**config.mk**
```make
export PLATFORM = sky130hd
export DESIGN_NAME = adc_spi_result_config_port
export DESIGN_NICKNAME = d
export VERILOG_FILES = /design/src/adc_spi_result_config_port.v
export VERILOG_INCLUDE_DIRS = /design/src
export SDC_FILE = /design/constraint.sdc
export NUM_CORES = 1
export LEC_CHECK = 0
export ABC_CLOCK_PERIOD_IN_PS = 3800
export BUFFER_PORTS_ARGS = -buffer_cell sky130_fd_sc_hd__buf_2
export CORE_ASPECT_RATIO = 0.75
export CORE_MARGIN = 10
export CORE_UTILIZATION = 35
export CTS_BUF_LIST = sky130_fd_sc_hd__clkbuf_4 sky130_fd_sc_hd__clkbuf_8 sky130_fd_sc_hd__clkbuf_16
export CTS_CLUSTER_DIAMETER = 200
export DETAILED_ROUTE_END_ITERATION = 8
export GPL_ROUTABILITY_DRIVEN = 0
export RECOVER_POWER = 25
export SLEW_MARGIN = 20
export SYNTH_ARGS = -nofsm -noshare
export SYNTH_HDL_FRONTEND = slang
export SYNTH_SLANG_ARGS = --single-unit
```
**constraint.sdc**
```tcl
create_clock -name clk_i -period 3.8 [get_ports clk_i]
set_input_delay 0.19 -clock clk_i [delete_from_list [all_inputs] [get_ports clk_i]]
set_output_delay 0.19 -clock clk_i [all_outputs]
set_load 0.02 [all_outputs]
```
**src/adc_spi_map.vh**
```
// Constants for the converter serial result and configuration port.
// Assumes inclusion by the port design file only.
`ifndef ADC_SPI_MAP_VH
`define ADC_SPI_MAP_VH

`define RESULT_RESET 16'h0000
`define CONTROL_RESET 16'h058B
`define RESULT_MAX 16'h7FFF
`define RESULT_MIN 16'h8000

`define CW_START 15
`define CW_MUX_HI 14
`define CW_MUX_LO 12
`define CW_GAIN_HI 11
`define CW_GAIN_LO 9
`define CW_MODE 8
`define CW_RATE_HI 7
`define CW_RATE_LO 5
`define CW_TEMP 4
`define CW_PULLUP 3
`define CW_VALID_HI 2
`define CW_VALID_LO 1
`define CW_RSVD 0

`define WRITE_VALID 2'h1
`define WORD_BITS 6'h10
`define FRAME_BITS 6'h20
`define FIFO_WIDTH 16
`define FIFO_DEPTH 8
`define RAW_WIDTH 18

`endif

```
**src/adc_spi_result_config_port.v**
```verilog
// Converter serial port: result shift-out, configuration shift-in,
// readback, conversion start control and the result FIFO.
// Assumes the converter core returns raw results on a valid/ready
// stream, and that pins arrive asynchronously to clk_i.
//
// Contract
// Results are 16-bit two's complement, saturating at 7FFFh and 8000h.
// Ideal codes: one LSB gives 0001h, zero gives 0, minus one LSB FFFFh.
// Reads and writes share one serial procedure in both modes.
// Mode bit 0 keeps starting conversions back to back, any select level; starts wait while the result FIFO is full.
//     Code still starts one conversion after the push that fills the FIFO; its result waits in ST_CONV for room.
// Mode bit 1 starts a conversion only on a written start bit.
// Latest result stays buffered until a newer one replaces it.
// Result bit 15 leaves on first rising clock edge, then descending.
// Configuration bits are captured on serial clock falling edges.
// Transfers are 32 bits with readback, or 16 bits with select driven.
// A 32-bit transfer sends two result bytes then two readback bytes.
// Host repeats the word or holds input constant in 32-bit transfers.
// Word received in first half is returned in second half.
// Host raises select after 16th clock; select high resets serial state.
// Select fall starts with the buffered result, fresh or repeated.
// Exactly two registers: read-only result and read/write configuration.
// Result register is 0000h after reset until first conversion.
// Configuration resets to 058Bh with the documented field layout.
// Start bit starts one conversion when idle, else nothing; reads 0; readback_reg returns it as written.
// Input select codes choose the differential or grounded input pair.
// Configuration updates only when the write-valid field equals 01.
// With select low, data line goes low when a new result is ready.
// Mode 1: clock idles low, data change rising, sampled falling.
// A valid word applies once its sixteenth bit is captured.
`timescale 1ns/100ps
`include "adc_spi_map.vh"

module result_fifo #(
	parameter WIDTH = 16,
	parameter DEPTH = 8
) (
	input wire clk_i,
	input wire srst_i,
	input wire in_valid_i,
	output wire in_ready_o,
	input wire [WIDTH-1:0] in_data_i,
	output wire out_valid_o,
	input wire out_ready_i,
	output wire [WIDTH-1:0] out_data_o
);
	localparam AW = $clog2(DEPTH);
	reg [WIDTH-1:0] mem [0:DEPTH-1];
	reg [AW-1:0] wr_ptr_reg;
	reg [AW-1:0] rd_ptr_reg;
	reg [AW:0] count_reg;
	wire push;
	wire pop;

	assign in_ready_o = (count_reg != DEPTH[AW:0]);
	assign out_valid_o = (count_reg != {(AW+1){1'b0}});
	assign out_data_o = mem[rd_ptr_reg];
	assign push = in_valid_i & in_ready_o;
	assign pop = out_valid_o & out_ready_i;

	always @(posedge clk_i) begin
		if (push) begin
			mem[wr_ptr_reg] <= in_data_i;
		end
	end

	always @(posedge clk_i) begin
		if (srst_i) begin
			wr_ptr_reg <= {AW{1'b0}};
			rd_ptr_reg <= {AW{1'b0}};
			count_reg <= {(AW+1){1'b0}};
		end else begin
			if (push) begin
				wr_ptr_reg <= wr_ptr_reg + 1'b1;
			end
			if (pop) begin
				rd_ptr_reg <= rd_ptr_reg + 1'b1;
			end
			if (push & ~pop) begin
				count_reg <= count_reg + 1'b1;
			end else if (pop & ~push) begin
				count_reg <= count_reg - 1'b1;
			end
		end
	end
endmodule // result_fifo

module adc_spi_result_config_port (
	input wire clk_i,
	input wire srst_i,
	input wire cs_n_i,
	input wire sclk_i,
	input wire din_i,
	output reg data_out_ready_n_o,
	output reg data_out_oe_o,
	output reg pullup_on_o,
	output reg conv_start_o,
	input wire conv_valid_i,
	output reg conv_ready_o,
	input wire [`RAW_WIDTH-1:0] conv_data_i,
	output reg [2:0] input_pair_select_o,
	output reg [1:0] ain_pos_o,
	output reg ain_neg_gnd_o,
	output reg [1:0] ain_neg_o,
	output reg [2:0] gain_select_o,
	output reg continuous_o,
	output reg [2:0] rate_select_o,
	output reg temp_sensor_select_o,
	output reg output_pullup_enable_o,
	output reg busy_o
);

	localparam ST_IDLE = 2'b01;
	localparam ST_CONV = 2'b10;

	// Clip a wide signed raw value into 16-bit two's complement
	function [15:0] saturate;
		input [`RAW_WIDTH-1:0] raw;
		begin
			if (!raw[`RAW_WIDTH-1] && (raw[`RAW_WIDTH-2:15] != 0)) begin
				saturate = `RESULT_MAX;
			end else if (raw[`RAW_WIDTH-1] &&
				(raw[`RAW_WIDTH-2:15] != {(`RAW_WIDTH-16){1'b1}})) begin
				saturate = `RESULT_MIN;
			end else begin
				saturate = raw[15:0];
			end
		end
	endfunction

	// Input pair decode: {pos[1:0], neg_is_ground, neg[1:0]}
	function [4:0] pair_decode;
		input [2:0] code;
		begin
			case (code)
				3'h0: pair_decode = {2'h0, 1'b0, 2'h1};
				3'h1: pair_decode = {2'h0, 1'b0, 2'h3};
				3'h2: pair_decode = {2'h1, 1'b0, 2'h3};
				3'h3: pair_decode = {2'h2, 1'b0, 2'h3};
				default: pair_decode = {code[1:0], 1'b1, 2'h0};
			endcase
		end
	endfunction

	// Three-stage pin synchronisers; a change counts once stages 2 and 3 agree
	wire [2:0] pins_in;
	reg [2:0] sync1_reg;
	reg [2:0] sync2_reg;
	reg [2:0] sync3_reg;
	reg [2:0] level_reg;
	assign pins_in = {cs_n_i, sclk_i, din_i};

	genvar g;
	generate
		for (g = 0; g < 3; g = g + 1) begin : g_sync
			always @(posedge clk_i) begin
				if (srst_i) begin
					sync1_reg[g] <= (g == 2);
					sync2_reg[g] <= (g == 2);
					sync3_reg[g] <= (g == 2);
					level_reg[g] <= (g == 2);
				end else begin
					sync1_reg[g] <= pins_in[g];
					sync2_reg[g] <= sync1_reg[g];
					sync3_reg[g] <= sync2_reg[g];
					if (sync2_reg[g] == sync3_reg[g]) begin
						level_reg[g] <= sync3_reg[g];
					end
				end
			end
		end
	endgenerate

	wire cs_lvl;
	wire din_lvl;
	wire sclk_now;
	wire sclk_rise;
	wire sclk_fall;
	assign cs_lvl = level_reg[2];
	assign din_lvl = level_reg[0];
	assign sclk_now = (sync2_reg[1] == sync3_reg[1]) ? sync3_reg[1] :
		level_reg[1];
	// Clock edges ignored while select is high
	assign sclk_rise = ~cs_lvl & sclk_now & ~level_reg[1];
	assign sclk_fall = ~cs_lvl & ~sclk_now & level_reg[1];

	// Two registers only: result and configuration
	reg [15:0] adc_result_reg;
	reg [15:0] control_word_reg;
	reg [15:0] control_word_next;
	reg [15:0] readback_reg;
	reg [15:0] rx_reg;
	reg [15:0] tx_reg;
	reg [5:0] bit_cnt_reg;
	reg new_data_reg;
	reg shifting_reg;
	reg start_req_reg;
	reg [1:0] state_reg;

	wire [15:0] rx_word;
	wire word_done;
	wire word_ok;
	assign rx_word = {rx_reg[14:0], din_lvl};
	assign word_done = sclk_fall & (bit_cnt_reg == `WORD_BITS - 6'h1);
	assign word_ok = (rx_word[`CW_VALID_HI:`CW_VALID_LO] == `WRITE_VALID);

	wire fifo_out_valid;
	wire fifo_out_ready;
	wire fifo_in_ready;
	wire [15:0] fifo_out_data;
	// Hold results back mid-frame so the FIFO absorbs them
	assign fifo_out_ready = ~shifting_reg;

	result_fifo #(
		.WIDTH(`FIFO_WIDTH),
		.DEPTH(`FIFO_DEPTH)
	) u_fifo (
		.clk_i(clk_i),
		.srst_i(srst_i),
		.in_valid_i(conv_valid_i),
		.in_ready_o(fifo_in_ready),
		.in_data_i(saturate(conv_data_i)),
		.out_valid_o(fifo_out_valid),
		.out_ready_i(fifo_out_ready),
		.out_data_o(fifo_out_data)
	);

	always @* begin
		control_word_next = control_word_reg;
		if (word_done && word_ok) begin
			// Start bit never stored, reserved bit always 1
			control_word_next = {1'b0, rx_word[14:1], 1'b1};
		end
	end

	wire result_take;
	assign result_take = fifo_out_valid & fifo_out_ready;

	// Serial engine and register file
	always @(posedge clk_i) begin
		if (srst_i) begin
			adc_result_reg <= `RESULT_RESET;
			control_word_reg <= `CONTROL_RESET;
			readback_reg <= `CONTROL_RESET;
			rx_reg <= 16'h0000;
			tx_reg <= 16'h0000;
			bit_cnt_reg <= 6'h00;
			new_data_reg <= 1'b0;
			shifting_reg <= 1'b0;
			start_req_reg <= 1'b0;
			data_out_ready_n_o <= 1'b1;
			data_out_oe_o <= 1'b0;
			pullup_on_o <= 1'b1;
		end else begin
			control_word_reg <= control_word_next;
			start_req_reg <= word_done & word_ok &
				rx_word[`CW_START];
			if (result_take) begin
				adc_result_reg <= fifo_out_data;
			end
			if (cs_lvl) begin
				// Select high resets the serial state
				bit_cnt_reg <= 6'h00;
				shifting_reg <= 1'b0;
				data_out_oe_o <= 1'b0;
				data_out_ready_n_o <= 1'b1;
				pullup_on_o <= control_word_reg[`CW_PULLUP];
			end else begin
				data_out_oe_o <= 1'b1;
				pullup_on_o <= 1'b0;
				if (sclk_rise) begin
					shifting_reg <= 1'b1;
					if (bit_cnt_reg == 6'h00) begin
						// Lock the buffered result for the frame
						data_out_ready_n_o <= adc_result_reg[15];
						tx_reg <= {adc_result_reg[14:0], 1'b0};
					end else if (bit_cnt_reg == `WORD_BITS) begin
						data_out_ready_n_o <= readback_reg[15];
						tx_reg <= {readback_reg[14:0], 1'b0};
					end else begin
						data_out_ready_n_o <= tx_reg[15];
						tx_reg <= {tx_reg[14:0], 1'b0};
					end
				end else if (!shifting_reg) begin
					data_out_ready_n_o <= ~new_data_reg;
				end
				if (sclk_fall) begin
					rx_reg <= rx_word;
					if (bit_cnt_reg == `FRAME_BITS - 6'h1) begin
						// Select tied low: frame ends after 32 clocks
						bit_cnt_reg <= 6'h00;
						shifting_reg <= 1'b0;
					end else begin
						bit_cnt_reg <= bit_cnt_reg + 6'h01;
					end
					if (word_done) begin
						readback_reg <= rx_word;
					end
				end
			end
			// New result wins over the read that clears the flag
			if (result_take) begin
				new_data_reg <= 1'b1;
			end else if (sclk_rise && bit_cnt_reg == 6'h00) begin
				new_data_reg <= 1'b0;
			end
		end
	end

	// Conversion sequencing, same for either mode's data access
	always @(posedge clk_i) begin
		if (srst_i) begin
			state_reg <= ST_IDLE;
			conv_start_o <= 1'b0;
			busy_o <= 1'b0;
		end else begin
			conv_start_o <= 1'b0;
			case (state_reg)
				ST_IDLE: begin
					if (!control_word_reg[`CW_MODE] || start_req_reg) begin
						conv_start_o <= 1'b1;
						busy_o <= 1'b1;
						state_reg <= ST_CONV;
					end
				end
				ST_CONV: begin
					// Start requests here are dropped
					if (conv_valid_i && fifo_in_ready) begin
						busy_o <= 1'b0;
						state_reg <= ST_IDLE;
					end
				end
				default: begin
					state_reg <= ST_IDLE;
					busy_o <= 1'b0;
				end
			endcase
		end
	end

	// Registered field outputs toward the analog front end
	always @(posedge clk_i) begin
		if (srst_i) begin
			conv_ready_o <= 1'b0;
			input_pair_select_o <= 3'h0;
			{ain_pos_o, ain_neg_gnd_o, ain_neg_o} <= 5'h01;
			gain_select_o <= 3'h0;
			continuous_o <= 1'b0;
			rate_select_o <= 3'h0;
			temp_sensor_select_o <= 1'b0;
			output_pullup_enable_o <= 1'b0;
		end else begin
			conv_ready_o <= fifo_in_ready;
			input_pair_select_o <=
				control_word_reg[`CW_MUX_HI:`CW_MUX_LO];
			{ain_pos_o, ain_neg_gnd_o, ain_neg_o} <= pair_decode(
				control_word_reg[`CW_MUX_HI:`CW_MUX_LO]);
			gain_select_o <= control_word_reg[`CW_GAIN_HI:`CW_GAIN_LO];
			continuous_o <= ~control_word_reg[`CW_MODE];
			rate_select_o <= control_word_reg[`CW_RATE_HI:`CW_RATE_LO];
			temp_sensor_select_o <= control_word_reg[`CW_TEMP];
			output_pullup_enable_o <= control_word_reg[`CW_PULLUP];
		end
	end
endmodule // adc_spi_result_config_port

```
# == After elaboration in Yosys (flattened, before gate mapping) ==
# Memory sizes are Yosys's and may differ from the RTL's. A register that Yosys moved wholly into a read port is not among the register bits.
# Index checks and enable logic that the tools add are counted.
# word_totals
inputBits,24
word_cells,131
output_inout_bits,23
memories,1
mem_bits_rw,128
reg_bits,117
# memory_table
name,depth,word_bits,read_ports,rd_ports_with_merged_regs,wr,line_no,text
u_fifo.mem,8,16,1,1,1,adc_spi_result_config_port.v:48,reg [WIDTH-1:0] mem [0:DEPTH-1];
# op_classes
n_reduce_logical,20
n_bitwise,20
eq_ne,17
muxes,29
add_sub_neg,5
# ops
operator,n
16-bit two-way mux,4
5-bit case mux with 4 select lines,1
1-bit two-way mux,17
6-bit by 5-bit equality test with 1-bit output (second input constant),2
1-bit bitwise AND,11
1-bit inverter,9
4-bit two-way mux,2
2-bit != test (second input constant),4
3-bit by 1-bit adder with 3-bit output (second input constant),2
6-bit by 1-bit adder with 6-bit output (second input constant),1
3-bit by 2-bit equality test with 1-bit output (second input constant),2
6-bit by 4-bit equality test with 1-bit output (second input constant),1
6-bit zero test,1
6-bit two-way mux,1
2-bit AND reduction,3
2-bit nonzero test,3
1-bit logical AND,5
4-bit by 1-bit adder with 4-bit output (second input constant),1
2-bit by 1-bit equality test with 1-bit output (second input constant),2
2-bit two-way mux,2
4-bit != test (second input constant),1
2-bit case mux with 2 select lines,1
4-bit nonzero test,1
2-bit OR reduction,2
other kinds (9),12

# == Longest topological paths before layout ==
# depth
word_depth,8
ltp_mapped,11
ltp_nobuf,10

# == Cells and area by module ==
# Synthesis repeated with hierarchy kept, for this count alone.
# hier_totals
cells_unflattened,798
hier_area_um2,10388.7
# by_module_without_submodules
module,n_inst,cells_each,area_each_um2,seq_area_each_um2
result_fifo,1,258,5555.3,4103.9
adc_spi_result_config_port,1,540,4833.4,2382.3

# == Worst setup path after synthesis ==
# OpenSTA, ideal clock, no wires.
# synth_path
kind,reg-to-reg
start,reg u_fifo.count_reg[0]
end,reg u_fifo.count_reg[3]
t_required_ps,3679
synth_period_minus_slack_ps,2808
path_slack_ps,992
path_buffers,1
arrival_time_ps,2687
path_stages_with_launch,12
setup_ps,121
cell_sequence,dfxtp_1 -> or4_1 -> and2_1 -> clkbuf_1 -> inv_1 -> ha_1 -> inv_1 -> ha_1 -> a21oi_1 -> a211oi_1 -> a31oi_1 -> mux2_2
# synth_between
elab_chain_cells,5
word_cells_on_any_way,13
cone_classes,add/sub (2); eq/ne (1); mux (2); bitwise (6); reduce/logical (2)
# synth_lines
element,line_no,text
from (decl),adc_spi_result_config_port.v:51,reg [AW:0] count_reg;
from (signal assigned),adc_spi_result_config_port.v:71,count_reg <= {(AW+1){1'b0}};
from (signal assigned),adc_spi_result_config_port.v:80,count_reg <= count_reg + 1'b1;
from (signal assigned),adc_spi_result_config_port.v:82,count_reg <= count_reg - 1'b1;
"parallel branches: the longest is 5 deep, another holds 4-bit by 1-bit subtractor with 4-bit output",n/a,
# Parallel ways; which one is timed is not known. The select of a mux whose other input is x is not followed.
# A chain may end at the register's enable or synchronous reset.

# == Final worst setup path ==
# Ends and elaborated chain as after synthesis.

==> impl_metrics.tcl <==
set metrics [dict create \
    cts_root_buf "clkbuf_16" \
    cts_buffers 27 \
    n_antenna_cell 0 \
    max_cap_violations 1 \
    powerDensity_mw_per_mm2 626 \
    totalWireLength_um 19600 \
    cts_buffer_depth 3 \
    fin_skew_ns 0.0129 \
    syn_nets 786 \
    synth_ff_type "dfxtp_1" \
    cp-end-kind "register" \
    dr.pass1.iters 4 \
    port_buffers 46 \
    nNetsFinal 838 \
    placeableCoreArea_mm2 0.0273 \
    synth_area_per_cell_um2 13.0 \
    ys_ff_latch 257 \
    min_path_type "in2reg" \
    yosys_warnings 0 \
    min_period_ns 3.12 \
    synth_cells 754 \
    gr-total-overflow 0 \
    initial_core_util_pct 35.9 \
    mostFrequentLayoutCells "edfxtp_1, dfxtp_1, nor2_1" \
    slew_violations 55 \
    start_kind "register" \
    grt_max_degree 55 \
    via_count 5713 \
    vias_per_cell 4.85 \
    path_class "reg2reg" \
    grt_pass1_wl_um 31500 \
    synth-async-reset-ratio_pct 0 \
    vdd_ir_drop_max_mv 0.337 \
    syn_area_mm2 0.00977 \
    finalSetupViolations 0 \
    syn2layout_area_growth_pct 15.5 \
    p_comb_share_pct 16.4 \
    multi_input_comb_area_mm2 0.00312 \
    status "finished with violations" \
    cts_tree "done" \
    fill_cells 2500 \
    failed_checks "max-capacitance violations, max-slew violations" \
    ff_latch_area_mm2 0.00643 \
    seqPwrFrac_pct 47.1 \
    leakage_nw 3.83 \
    final_common_cell "edfxtp_1" \
    synth.distinct_cells 52 \
    largest_reg_flops 128 \
    wl_per_cell_um 16.7 \
    p_int_mw 5.23 \
    rsz0062_at_grt "false" \
    clk_latency_ns 0.53 \
    hold_violations 0 \
    drtAntennaViolNets 0 \
    fmax_ghz 0.321 \
    switching_power_mw 1.83 \
    grt_pass1_vias 5702 \
    dp.final_hpwl_um 12100 \
    cts.sinks 257 \
    max-slew-margin-rel_pct -61.7 \
    h-tree-depth 1 \
    fin_crit_sh_pct 82.1 \
    power.share.clock_pct 36.5 \
    drc_errors 0 \
    critPathRequiredTime_ns 4.21 \
    totalPowerFinal_mw 7.06 \
    grtUsageTotal_pct 11.1 \
    ios 47 \
    placement_rows 52 \
    die_area_mm2 0.0351 \
    max_slew.worst_pin.slew_ns 2.43 \
    switching_share_pct 25.9 \
    path_clk_slew_ns 0.06 \
    die_w_um 213 \
    antenna_found_initial 0 \
    setup-tns-final_ns 0 \
    die_height_um 165 \
    drive_gt1_share_pct 17.3 \
    cp.arrival_ns 3.53 \
    cp_max_fo 20 \
    yosysSeqAreaShare_pct 65.7 \
    drtIter0Drc 356 \
    synth-edff-count 128 \
]
-- synth_stat cells (all sizes together), types with 14 or more instances --
| library cell | number | area [um^2] |
|---|---|---|
| edfxtp | 128 | 3840 |
| nor2b | 26 | 163 |
| o22ai | 15 | 93.8 |
| buf | 14 | 120 |
| mux4 | 32 | 721 |
| clkbuf | 33 | 124 |
| a21oi | 48 | 248 |
| nor3 | 28 | 151 |
| o211ai | 14 | 105 |
| nor2 | 93 | 349 |
| dfxtp | 129 | 2580 |
| nand2 | 78 | 293 |
| mux2i | 34 | 340 |
-- routing by layer --
metal	routed length, um	up-vias	GRT usage (%)
met3	1080	27	2.03
met5	0	-	0
met4	366	0	2.59
met1	9390	2747	15.9
li1	-	2830	-
met2	8780	109	17.3
-- worst max-delay path, cell delays in order, from the launching register on --
cell and delay [ns]:
dfxtp_1 0.36, or4_1 0.59, and2_1 0.43, inv_1 0.20
ha_1 0.18, inv_1 0.10, ha_1 0.35, a21oi_1 0.19
a211oi_1 0.10, a31oi_1 0.17, mux2_2 0.34
-- what timing repair did --
action / 4_1_cts / 5_1_grt
hold endpoints to repair: 11 / 0
buffers inserted: 0 / 0
gates resized for setup: 0 / 0
hold buffers: 4 / 0
-- path summary, 6_finish.rpt --
path	cells past startpoint	startpoint	slack, ns	to
worst max-delay path	10	u_fifo.count_reg[0]$_SDFFE_PP0P_	0.68	u_fifo.count_reg[3]$_SDFFE_PP0P_
worst min-delay path	4	conv_valid_i	0.02	u_fifo.wr_ptr_reg[2]$_SDFFE_PP0P_
worst max register to register	10	u_fifo.count_reg[0]$_SDFFE_PP0P_	0.68	u_fifo.count_reg[3]$_SDFFE_PP0P_
worst min register to register	1	sync1_reg[2]$_SDFF_PP1_	0.41	sync2_reg[2]$_SDFF_PP1_
-- power groups by stage --
stage,registers (mW),clock network [mW],logic [mW]
after floorplan,3.24,0,0.983
after global placement,3.39,0,1.17
after detailed placement,3.40,0,1.17
after CTS,3.34,2.64,1.18
after global routing,3.36,2.77,1.30
final,3.32,2.58,1.16
-- cell type report --
cell class              count  share of cell area, %
well taps                 351                   3.89
clock inverters             9                  0.632
multi-input cells         441                   27.6
flip-flops and latches    257                   56.9
repair buffers             70                   3.39
inverters                   9                  0.299
clock buffers              41                   7.24
-- kinds of logic after synthesis --
logic type / count (synthesis) / share of synthesized area, %
AO/OA/AOI/OAI: 97 / 6.05
XOR/XNOR: 10 / 0.896
adder cells (fa/ha/maj): 8 / 1.10
buffers and inverters: 56 / 2.84
flip-flops: 257 / 65.7
multiplexers: 68 / 11.1
AND/OR/NAND/NOR: 258 / 12.3
-- stage by stage --
step	cells	worst slack (ns)	cell area [um^2]	util, %	hold slack, ns
global route	1178	0.438	11300	41.4	0.0286
global placement	1124	0.720	10400	38.1	0.380
detailed placement	1124	0.693	10400	38.1	0.381
CTS	1178	0.667	11300	41.6	0.00675
finish	1178	0.681	11300	41.4	0.0247
floorplan	754	0.992	9770	-	0.294
Power figures use the tool's default switching activity.
